`src/include/btc_pkg.sv`:
```
// Package for the BCD time and calendar counter block.
// Assumes a single 20 MHz clock and a one-cycle crystal tick enable.
package btc_pkg;

    // Clock and crystal rates
    localparam int unsigned CLK_HZ      = 20_000_000;
    localparam int unsigned XTAL_HZ     = 32_768;
    localparam int unsigned SEC_DIV     = 32768;   // crystal ticks per untrimmed second

    // Register offsets
    localparam logic [3:0] OFS_SECOND   = 4'h0;
    localparam logic [3:0] OFS_MINUTE   = 4'h1;
    localparam logic [3:0] OFS_HOUR     = 4'h2;
    localparam logic [3:0] OFS_WEEKDAY  = 4'h3;
    localparam logic [3:0] OFS_DAY      = 4'h4;
    localparam logic [3:0] OFS_MONTH    = 4'h5;
    localparam logic [3:0] OFS_YEAR     = 4'h6;
    localparam logic [3:0] OFS_TRIM     = 4'h7;

    // Implemented-bit masks per register
    localparam logic [7:0] MASK_SECOND  = 8'h7f;
    localparam logic [7:0] MASK_MINUTE  = 8'h7f;
    localparam logic [7:0] MASK_HOUR    = 8'h3f;
    localparam logic [7:0] MASK_WEEKDAY = 8'h07;
    localparam logic [7:0] MASK_DAY     = 8'h3f;
    localparam logic [7:0] MASK_MONTH   = 8'h9f;
    localparam logic [7:0] MASK_TRIM    = 8'h7f;

    // Field positions
    localparam int unsigned HOUR_PM_BIT   = 5;   // hour_tens_twenty / PM flag
    localparam int unsigned CENTURY_BIT   = 7;
    localparam int unsigned TRIM_LOCK_BIT = 7;
    localparam int unsigned TRIM_SIGN_BIT = 6;

    // Reset values
    localparam logic [7:0] RST_SECOND   = 8'h00;
    localparam logic [7:0] RST_MINUTE   = 8'h00;
    localparam logic [7:0] RST_HOUR     = 8'h00;
    localparam logic [7:0] RST_WEEKDAY  = 8'h00;
    localparam logic [7:0] RST_DAY      = 8'h01;
    localparam logic [7:0] RST_MONTH    = 8'h01;
    localparam logic [7:0] RST_YEAR     = 8'h00;
    localparam logic [7:0] RST_TRIM     = 8'h00;

    // BCD limits and special codes
    localparam logic [7:0] BCD_59       = 8'h59;
    localparam logic [7:0] BCD_23       = 8'h23;
    localparam logic [7:0] BCD_99       = 8'h99;
    localparam logic [7:0] BCD_12       = 8'h12;
    localparam logic [7:0] BCD_01       = 8'h01;
    localparam logic [7:0] BCD_00       = 8'h00;
    localparam logic [7:0] BCD_20       = 8'h20;
    localparam logic [7:0] BCD_40       = 8'h40;
    localparam logic [7:0] HR12_AM11    = 8'h11;
    localparam logic [7:0] HR12_PM12    = 8'h32;
    localparam logic [7:0] HR12_PM01    = 8'h21;
    localparam logic [7:0] HR12_PM11    = 8'h31;
    localparam logic [2:0] WDAY_LAST    = 3'h6;
    localparam logic [7:0] DAYS_31      = 8'h31;
    localparam logic [7:0] DAYS_30      = 8'h30;
    localparam logic [7:0] DAYS_29      = 8'h29;
    localparam logic [7:0] DAYS_28      = 8'h28;

    // Register access request from the serial front end
    typedef struct packed {
        logic       wr;
        logic       rd;
        logic [3:0] addr;
        logic [7:0] wdata;
    } btc_reg_req_t;

    // Divider length control, sampled at each period start
    typedef struct packed {
        logic              restart;
        logic signed [8:0] adj;
    } btc_div_ctl_t;

endpackage : btc_pkg

```
`src/rtl/btc_counters.sv`:
```
// BCD time and calendar counters with rate trimming, behind an 8-bit register port.
// Assumes the serial front end delivers one-cycle read/write strobes on clk,
// and that osc_tick and osc_halt_flag are synchronous to clk.
`timescale 1ns/1ns
module btc_counters
    import btc_pkg::*;
#(
    parameter int unsigned DIV = SEC_DIV
) (
    // Clock and reset
    input  wire logic         clk,
    input  wire logic         nrst,
    // Crystal tick and status
    input  wire logic         osc_tick,
    input  wire logic         osc_halt_flag,
    input  wire logic         mode_24h,
    // Register port
    input  wire btc_reg_req_t req,
    output logic [7:0]        rdata,
    // Outputs
    output logic              clk32_tick_out,
    output logic              sec_tick
);

    // BCD increment of a two-digit value
    function automatic logic [7:0] bcd_inc(input logic [7:0] v);
        if (v[3:0] == 4'h9)
            return {v[7:4] + 4'h1, 4'h0};
        else
            return {v[7:4], v[3:0] + 4'h1};
    endfunction : bcd_inc

    function automatic logic is_leap(input logic [7:0] y);
        if (y[4] == 1'b0)
            return (y[3:0] == 4'h0) || (y[3:0] == 4'h4) || (y[3:0] == 4'h8);
        else
            return (y[3:0] == 4'h2) || (y[3:0] == 4'h6);
    endfunction : is_leap

    // last day of the month, leap February
    function automatic logic [7:0] last_day(input logic [7:0] m, input logic leap);
        case (m)
            8'h02:                         return leap ? DAYS_29 : DAYS_28;
            8'h04, 8'h06, 8'h09, 8'h11:    return DAYS_30;
            default:                       return DAYS_31;
        endcase
    endfunction : last_day

    // signed length change from the trim field
    function automatic logic signed [8:0] trim_adj(input logic [7:0] t);
        logic signed [8:0] v;
        v = 9'(signed'(t[6:0]));
        if (t[5:1] == 5'h00)
            return 9'sh000;
        else if (t[TRIM_SIGN_BIT])
            return 9'(v * 2);
        else
            return 9'((v - 9'sh001) * 2);
    endfunction : trim_adj

    // Counter registers
    logic [7:0] second;
    logic [7:0] minute;
    logic [7:0] hour_count;
    logic [2:0] weekday_count;
    logic [7:0] day_of_month_count;
    logic [7:0] month_and_century;
    logic [7:0] year_count;
    logic [7:0] rate_trim;
    logic       trim_armed;
    logic       halt_prev;

    // Next values
    logic [7:0] next_second;
    logic [7:0] next_minute;
    logic [7:0] next_hour;
    logic [2:0] next_weekday;
    logic [7:0] next_day;
    logic [7:0] next_month;
    logic [7:0] next_year;

    // Carries and decodes
    logic         min_carry;
    logic         hour_carry;
    logic         day_carry;
    logic         month_carry;
    logic         year_carry;
    logic         leap;
    logic         halt_rise;
    logic         wr_sec;
    logic         wr_trim;
    logic         trim_wr_ok;
    logic [7:0]   sec_after;
    logic         trim_point;
    btc_div_ctl_t div_ctl;
    logic [7:0]   read_mux;
    logic [7:0]   hour12_inc;

    // Write strobes for the seconds and trim registers
    assign wr_sec     = req.wr && (req.addr == OFS_SECOND);
    assign wr_trim    = req.wr && (req.addr == OFS_TRIM);
    // locked write when top bit is set
    assign trim_wr_ok = wr_trim && !req.wdata[TRIM_LOCK_BIT];
    assign halt_rise  = osc_halt_flag && !halt_prev;
    assign leap       = is_leap(year_count);

    assign next_second = (second == BCD_59) ? BCD_00 : bcd_inc(second);
    assign min_carry   = sec_tick && (second == BCD_59);
    assign next_minute = (minute == BCD_59) ? BCD_00 : bcd_inc(minute);
    assign hour_carry  = min_carry && (minute == BCD_59);

    // Twelve-hour digits stepped without the PM flag
    assign hour12_inc = bcd_inc({3'b000, hour_count[4:0]});

    // hour step and day carry in both modes
    always_comb begin
        next_hour = hour_count;
        day_carry = 1'b0;
        if (mode_24h) begin
            if (hour_count == BCD_23) begin
                next_hour = BCD_00;
                day_carry = hour_carry;
            end else begin
                next_hour = bcd_inc(hour_count);
            end
        end else begin
            // midnight is 12, noon is 32, D5 flags PM
            case (hour_count)
                BCD_12:    next_hour = BCD_01;
                HR12_AM11: next_hour = HR12_PM12;
                HR12_PM12: next_hour = HR12_PM01;
                HR12_PM11: begin
                    next_hour = BCD_12;
                    day_carry = hour_carry;
                end
                default:   next_hour = {2'b00, hour_count[HOUR_PM_BIT], hour12_inc[4:0]};
            endcase
        end
    end

    assign next_weekday = (weekday_count == WDAY_LAST) ? 3'h0 : weekday_count + 3'h1;

    // day back to 1 past the last day
    assign next_day    = (day_of_month_count == last_day({3'b000, month_and_century[4:0]}, leap))
                         ? BCD_01 : bcd_inc(day_of_month_count);
    assign month_carry = day_carry
                         && (day_of_month_count == last_day({3'b000, month_and_century[4:0]}, leap));

    // month wraps 12 to 1 with year carry
    assign next_month  = (month_and_century[4:0] == BCD_12[4:0]) ? BCD_01
                         : bcd_inc({3'b000, month_and_century[4:0]});
    assign year_carry  = month_carry && (month_and_century[4:0] == BCD_12[4:0]);
    assign next_year   = (year_count == BCD_99) ? BCD_00 : bcd_inc(year_count);

    // Seconds value that the coming period starts with
    assign sec_after  = wr_sec ? (req.wdata & MASK_SECOND) : next_second;
    // trim points at 00, 20 and 40
    assign trim_point = (sec_after == BCD_00) || (sec_after == BCD_20) || (sec_after == BCD_40);

    // a seconds write restarts the divider
    assign div_ctl.restart = wr_sec;
    // a trim write in this cycle suppresses the trim
    assign div_ctl.adj     = (trim_armed && trim_point && !wr_trim && !halt_rise)
                             ? trim_adj(rate_trim) : 9'sh000;

    // divider of crystal ticks per second
    btc_sec_divider #(
        .DIV      (DIV)
    ) u_div (
        .clk      (clk),
        .nrst     (nrst),
        .osc_tick (osc_tick),
        .ctl      (div_ctl),
        .sec_tick (sec_tick)
    );

    // crystal copy bypasses the trimmed divider
    always_ff @(posedge clk or negedge nrst) begin
        if (!nrst)
            clk32_tick_out <= 1'b0;
        else
            clk32_tick_out <= osc_tick;
    end

    // Time counters; a host write beats a carry in the same cycle
    always_ff @(posedge clk or negedge nrst) begin
        if (!nrst) begin
            second <= RST_SECOND;
            minute <= RST_MINUTE;
            hour_count <= RST_HOUR;
        end else begin
            // masked writes keep unused bits at zero
            if (wr_sec)
                second <= req.wdata & MASK_SECOND;
            else if (sec_tick)
                second <= next_second;
            if (req.wr && req.addr == OFS_MINUTE)
                minute <= req.wdata & MASK_MINUTE;
            else if (min_carry)
                minute <= next_minute;
            if (req.wr && req.addr == OFS_HOUR)
                hour_count <= req.wdata & MASK_HOUR;
            else if (hour_carry)
                hour_count <= next_hour;
        end
    end

    // Calendar counters
    always_ff @(posedge clk or negedge nrst) begin
        if (!nrst) begin
            weekday_count <= RST_WEEKDAY[2:0];
            day_of_month_count <= RST_DAY;
            month_and_century <= RST_MONTH;
            year_count <= RST_YEAR;
        end else begin
            if (req.wr && req.addr == OFS_WEEKDAY)
                weekday_count <= req.wdata[2:0];
            else if (day_carry)
                weekday_count <= next_weekday;
            if (req.wr && req.addr == OFS_DAY)
                day_of_month_count <= req.wdata & MASK_DAY;
            else if (day_carry)
                day_of_month_count <= next_day;
            if (req.wr && req.addr == OFS_MONTH)
                month_and_century <= req.wdata & MASK_MONTH;
            else if (year_carry && year_count == BCD_99)
                month_and_century <= {~month_and_century[CENTURY_BIT], next_month[6:0]};
            else if (month_carry)
                month_and_century <= {month_and_century[CENTURY_BIT], next_month[6:0]};
            if (req.wr && req.addr == OFS_YEAR)
                year_count <= req.wdata;
            else if (year_carry)
                year_count <= next_year;
        end
    end

    // Trim register; halt clear wins over a host write in the same cycle
    always_ff @(posedge clk or negedge nrst) begin
        if (!nrst) begin
            rate_trim  <= RST_TRIM;
            trim_armed <= 1'b0;
            halt_prev  <= 1'b0;
        end else begin
            halt_prev <= osc_halt_flag;
            // halt clears the whole trim register
            if (halt_rise) begin
                rate_trim  <= RST_TRIM;
                trim_armed <= 1'b0;
            // writing the trim bits arms trimming
            end else if (trim_wr_ok) begin
                rate_trim  <= req.wdata & MASK_TRIM;
                trim_armed <= 1'b1;
            end
        end
    end

    // Read selection; unmapped offsets read zero
    always_comb begin
        case (req.addr)
            OFS_SECOND:  read_mux = second;
            OFS_MINUTE:  read_mux = minute;
            OFS_HOUR:    read_mux = hour_count;
            OFS_WEEKDAY: read_mux = {5'h00, weekday_count};
            OFS_DAY:     read_mux = day_of_month_count;
            OFS_MONTH:   read_mux = month_and_century;
            OFS_YEAR:    read_mux = year_count;
            OFS_TRIM:    read_mux = rate_trim;
            default:     read_mux = 8'h00;
        endcase
    end

    // Read data held until the next read strobe
    always_ff @(posedge clk or negedge nrst) begin
        if (!nrst)
            rdata <= 8'h00;
        else if (req.rd)
            rdata <= read_mux;
    end

endmodule : btc_counters

```
`src/rtl/btc_sec_divider.sv`:
```
// One-second divider driven by crystal tick enables, with per-period length adjust.
// Assumes osc_tick is a one-cycle pulse per crystal cycle, synchronous to clk.
`timescale 1ns/1ns
module btc_sec_divider
    import btc_pkg::*;
#(
    parameter int unsigned DIV = SEC_DIV
) (
    // Clock and reset
    input  wire logic         clk,
    input  wire logic         nrst,
    // Crystal tick and control
    input  wire logic         osc_tick,
    input  wire btc_div_ctl_t ctl,
    // Second carry
    output logic              sec_tick
);
    logic [16:0] cnt;
    logic [16:0] last;       // terminal count of the running period
    logic [16:0] next_last;
    logic        at_end;

    // Period end and the length of the period that follows it
    assign at_end    = osc_tick && (cnt == last);
    assign sec_tick  = at_end && !ctl.restart;
    assign next_last = 17'(DIV - 1) + 17'(ctl.adj);

    // Counter; a restart wins over a tick so the new second starts clean
    always_ff @(posedge clk or negedge nrst) begin
        if (!nrst) begin
            cnt  <= 17'h00000;
            last <= 17'(DIV - 1);
        end else if (ctl.restart || at_end) begin
            cnt  <= 17'h00000;
            last <= next_last;
        end else if (osc_tick) begin
            cnt  <= cnt + 17'h00001;
        end
    end

endmodule : btc_sec_divider

```
`config.mk`:
```
export PLATFORM = sky130hd
export DESIGN_NAME = btc_counters
export DESIGN_NICKNAME = d
export VERILOG_FILES = /design/src/include/btc_pkg.sv /design/src/rtl/btc_counters.sv /design/src/rtl/btc_sec_divider.sv
export SDC_FILE = /design/constraint.sdc
export NUM_CORES = 1
export LEC_CHECK = 0
export ABC_CLOCK_PERIOD_IN_PS = 4670
export BUFFER_PORTS_ARGS = -buffer_cell sky130_fd_sc_hd__buf_4
export CORE_ASPECT_RATIO = 2
export CORE_MARGIN = 3
export CORE_UTILIZATION = 27
export CTS_CLUSTER_DIAMETER = 50
export DETAILED_ROUTE_END_ITERATION = 8
export PLACE_DENSITY = 0.42
export SETUP_SLACK_MARGIN = 0.3
export SYNTH_ARGS = -nofsm -noshare
export SYNTH_HDL_FRONTEND = slang
export SYNTH_HIERARCHICAL = 1
export SYNTH_SLANG_ARGS = --single-unit
```
`constraint.sdc`:
```
create_clock -name clk -period 4.67 [get_ports clk]
set_input_delay 0.2335 -clock clk [delete_from_list [all_inputs] [get_ports clk]]
set_output_delay 0.2335 -clock clk [all_outputs]
set_load 0.02 [all_outputs]
```
==> key figures <==
Synthesis
  – Most instantiated flip-flop cell in the synthesis netlist: sky130_fd_sc_hd__dfrtp_1
  – Gate Count Post-Synth: 815
  – Count of warnings emitted by yosys: 6
  – FF+latch count, synth: 101
  – Fraction of synthesis flops using an asynchronous set or reset pin: 1.00
  – Sequential element share of the synthesized area: 0.364
  – Number of enable flip-flop cells after synthesis: 0
  – Number of distinct standard cells referenced by the synthesized netlist: just under 80
  – Average instance area after synthesis: 8.58 sq um
  – Mapped Area: 6990 sq um

Pwr
  – Switching Power: 0.00103 W
  – Cell Pwr Density: 351 nW/um^2
  – Sw Ratio: 0.376
  – Max IR drop VDD: 0.172 mV
  – Leak pwr: 3.13 nW
  – Portion of total power attributed to the clock network: 0.278
  – Internal power: 0.00171 W
  – Proportion of power drawn by combinational gates: 0.243
  – Total power of the final layout: 0.00274 W
  – Reg power frac: 0.479

Detailed routing
  – Number of nets still failing antenna checks after routing: 0
  – Avg Vias per Cell: 5.22
  – Routed via count: 6068
  – Mean routed wirelength per cell: 20.9 um
  – Detailed-routing iteration count for the pre-antenna-repair pass: 8
  – DRT Wirelength: 24300 um
  – First-iteration detailed-routing DRC count: between 300 and 400
  – Residual DRC: 0

Timing
  – Achievable clock frequency: roughly 280 MHz
  – Relative slew margins: 0.322
  – Final Hold Vio Count: 0
  – Share of the cycle needed by the critical path after routing: 0.760
  – Pins over their slew limit: 0
  – Worst slew pin tran: between 1000 and 1500 ps
  – Worst hold margin: 50.2 ps
  – Final total negative setup slack: 0 ps
  – Setup repair after global routing missed its margin: no
  – Setup-violating endpoint count in the final report: 0
  – Post-route minimum period: roughly 3500 ps
  – Clk_skew: 14.4 ps

Clock network
  – Clock latency of the later-clocked register in the worst-skew pair: 380 ps
  – Sink count of the clock tree: 101
  – Number of clock buffers inserted by TritonCTS: 9
  – Clock Pin Slew Worst Setup and Hold Paths: 80 ps
  – Number of buffers inserted by hold repair at cts: 2
  – Htree depth: 3
  – Max clock buf depth: 2
  – Number of instances resized during post-cts repair: 0
  – Clk Tree Root Cell: sky130_fd_sc_hd__clkbuf_16
  – CTS tree: yes
  – Buffers inserted during post-CTS setup optimization: 0

Setup path
  – Arr. time, crit path: 3850 ps
  – Startpoint kind of the worst setup timing path: flop
  – CP Class: flop to flop
  – Crit. Startpoint: u_div/last[1]$_DFFE_PN1P_
  – Reg-to-reg startpoint: u_div/last[1]$_DFFE_PN1P_
  – Required time of the critical path: 4970 ps
  – Critical Path End Type: flop
  – Slack of the worst reg-to-reg path: 1120 ps
  – Crit path max fanout: 11

Floorplan
  – Vertical extent of the die: 234 um
  – Core area: 25200 sq um
  – Floorplan die area: 28000 sq um
  – Number of ports placed on the die boundary: 29
  – Placement row count: 82
  – Floorplan die width: 120 um
  – Effective utilization at floorplan: 0.277

Cells and area
  – Growth of design area from synthesis to finish: 11.4%
  – Number of nets in the final layout: 860
  – Final-layout fill cell count: approximately 2800
  – Ant. Diodes: 0
  – Commonest cells after routing, fill and taps aside: sky130_fd_sc_hd__nor2_1, sky130_fd_sc_hd__dfrtp_1, sky130_fd_sc_hd__nand2_1
  – Share of final-layout standard cells stronger than drive strength 1: 0.122
  – Commonest non-fill, non-tap cell in the layout: sky130_fd_sc_hd__nor2_1

Min path
  – Hold path start: osc_tick
  – Classification of the worst-slack hold path: primary input to flop

Place
  – Post-detail-place hpwl: 18600 um
  – Count of input and output buffers: 28
  – Final estimated routing congestion in global placement: approximately 0.85

Global route
  – Vias in the first global route: 6179
  – Overflow left after global routing: 0
  – Wire length of the first global-routing pass: 37500 um
  – Antenna violations before repair: 0
  – Largest net degree at the start of global routing: 62
  – All-layer global routing usage: 0.179

Run
  – Max-capacitance violation count: 0

Outcome
  – Run status: finished clean
==> synthesized netlist by cell type (9+ instances only) <==
master | instances | area share
sky130_fd_sc_hd__xor2_1 | 23 | 0.029
sky130_fd_sc_hd__nor3b_1 | 10 | 0.011
sky130_fd_sc_hd__and3_1 | 9 | 0.0080
sky130_fd_sc_hd__nor3_1 | 27 | 0.019
sky130_fd_sc_hd__xnor2_1 | 27 | 0.034
sky130_fd_sc_hd__inv_1 | 34 | 0.018
sky130_fd_sc_hd__clkbuf_1 | 28 | 0.015
sky130_fd_sc_hd__or3_1 | 10 | 0.0089
sky130_fd_sc_hd__nand2_1 | 78 | 0.042
sky130_fd_sc_hd__nor2b_1 | 13 | 0.012
sky130_fd_sc_hd__nand4_1 | 12 | 0.011
sky130_fd_sc_hd__nand2b_1 | 10 | 0.0089
sky130_fd_sc_hd__dfstp_2 | 17 | 0.064
sky130_fd_sc_hd__mux2_2 | 10 | 0.016
sky130_fd_sc_hd__nor2_1 | 97 | 0.052
sky130_fd_sc_hd__ha_1 | 19 | 0.034
sky130_fd_sc_hd__a21oi_1 | 41 | 0.029
sky130_fd_sc_hd__o21ai_0 | 46 | 0.033
sky130_fd_sc_hd__dfrtp_1 | 84 | 0.30
sky130_fd_sc_hd__nand3_1 | 23 | 0.016
sky130_fd_sc_hd__nor4_1 | 10 | 0.0089
sky130_fd_sc_hd__a22oi_1 | 11 | 0.012
sky130_fd_sc_hd__a31oi_1 | 15 | 0.013
sky130_fd_sc_hd__o22ai_1 | 9 | 0.0080
sky130_fd_sc_hd__mux2i_1 | 27 | 0.039
==> final cells by class <==
| class | instances | area, sq um | share of cell area |
|---|---|---|---|
| inverter | 34 | 128 | 0.0164 |
| tap | 336 | 420 | 0.0539 |
| clock buffer | 9 | 225 | 0.0289 |
| timing repair buffer | 36 | 275 | 0.0353 |
| clock inverter | 7 | 57.6 | 0.00738 |
| multi-input combinational | 640 | 4140 | 0.531 |
| sequential | 101 | 2550 | 0.327 |
==> worst max-delay path, stage by stage (launching register included) <==
cell                       delay [ps]
sky130_fd_sc_hd__dfstp_2          540
sky130_fd_sc_hd__xor2_1            60
sky130_fd_sc_hd__nor4_1           260
sky130_fd_sc_hd__nand4b_1         230
sky130_fd_sc_hd__nor4_2           260
sky130_fd_sc_hd__buf_4            220
sky130_fd_sc_hd__and4b_1          230
sky130_fd_sc_hd__nand4_2          270
sky130_fd_sc_hd__a211oi_2         520
sky130_fd_sc_hd__nand4_1          320
sky130_fd_sc_hd__or3_1            390
sky130_fd_sc_hd__a31oi_1          160
==> kinds of logic (layout without fill, tap and decap cells) <==
kind of cell / after synthesis / count (layout) / synth area share
XOR/XNOR: 50 / 50 / 0.0626
AO/OA/AOI/OAI: 182 / 182 / 0.173
flip-flops: 101 / 101 / 0.364
buffers and inverters: 76 / 86 / 0.0458
AND/OR/NAND/NOR: 344 / 344 / 0.254
multiplexers: 42 / 42 / 0.0655
adder cells (fa/ha/maj): 19 / 19 / 0.0340
other: 1 / 3 / 0.000536
==> flip-flops by register name, summed over array words and instances (netlist names), 8 cells and up <==
name and flops:
day_of_month_count 8, hour_count 8, minute 8, rdata 8, second 8, u_div/cnt 17
u_div/last 16, year_count 8
==> power by group through the flow <==
stage	Combinational (W)	Sequential (W)	Clock, W
6_report	0.000664	0.00131	0.000761
5_1_grt	0.000749	0.00134	0.000824
4_1_cts	0.000675	0.00131	0.000800
3_5_place_dp	0.000670	0.00133	0
3_3_place_gp	0.000671	0.00133	0
2_1_floorplan	0.000537	0.00118	0
==> stage by stage <==
| stage | utilization | std cells | instance area, sq um | setup WS [ps] |
|---|---|---|---|---|
| after floorplan | - | 817 | 7000 | 902 |
| after global placement | 0.297 | 1145 | 7490 | 1190 |
| after CTS | 0.309 | 1163 | 7790 | 1110 |
| after global routing | 0.309 | 1163 | 7790 | 810 |
| final | 0.309 | 1163 | 7790 | 1120 |
| after detailed placement | 0.297 | 1145 | 7490 | 1130 |
==> per-layer routing <==
| layer | share of wire | track usage | vias up |
|---|---|---|---|
| met1 | 0.34 | 0.170 | 2963 |
| met5 | 0 | 0 | - |
| met3 | 0.030 | 0.0269 | 44 |
| met4 | 0.043 | 0.0900 | 0 |
| met2 | 0.59 | 0.362 | 121 |
| li1 | - | - | 2940 |
==> final timing paths <==
path,end,cells after the start
worst max-delay path,month_and_century[7]$_DFFE_PN0P_,11
worst min-delay path,clk32_tick_out$_DFF_PN0_,1
worst max register to register,month_and_century[7]$_DFFE_PN0P_,11
worst min register to register,u_div/last[10]$_DFFE_PN1P_,2
max in group asynchronous,rate_trim[0]$_DFFE_PN0P_,3
min in group asynchronous,clk32_tick_out$_DFF_PN0_,2
Note: power is estimated with default switching activity, not from simulation.
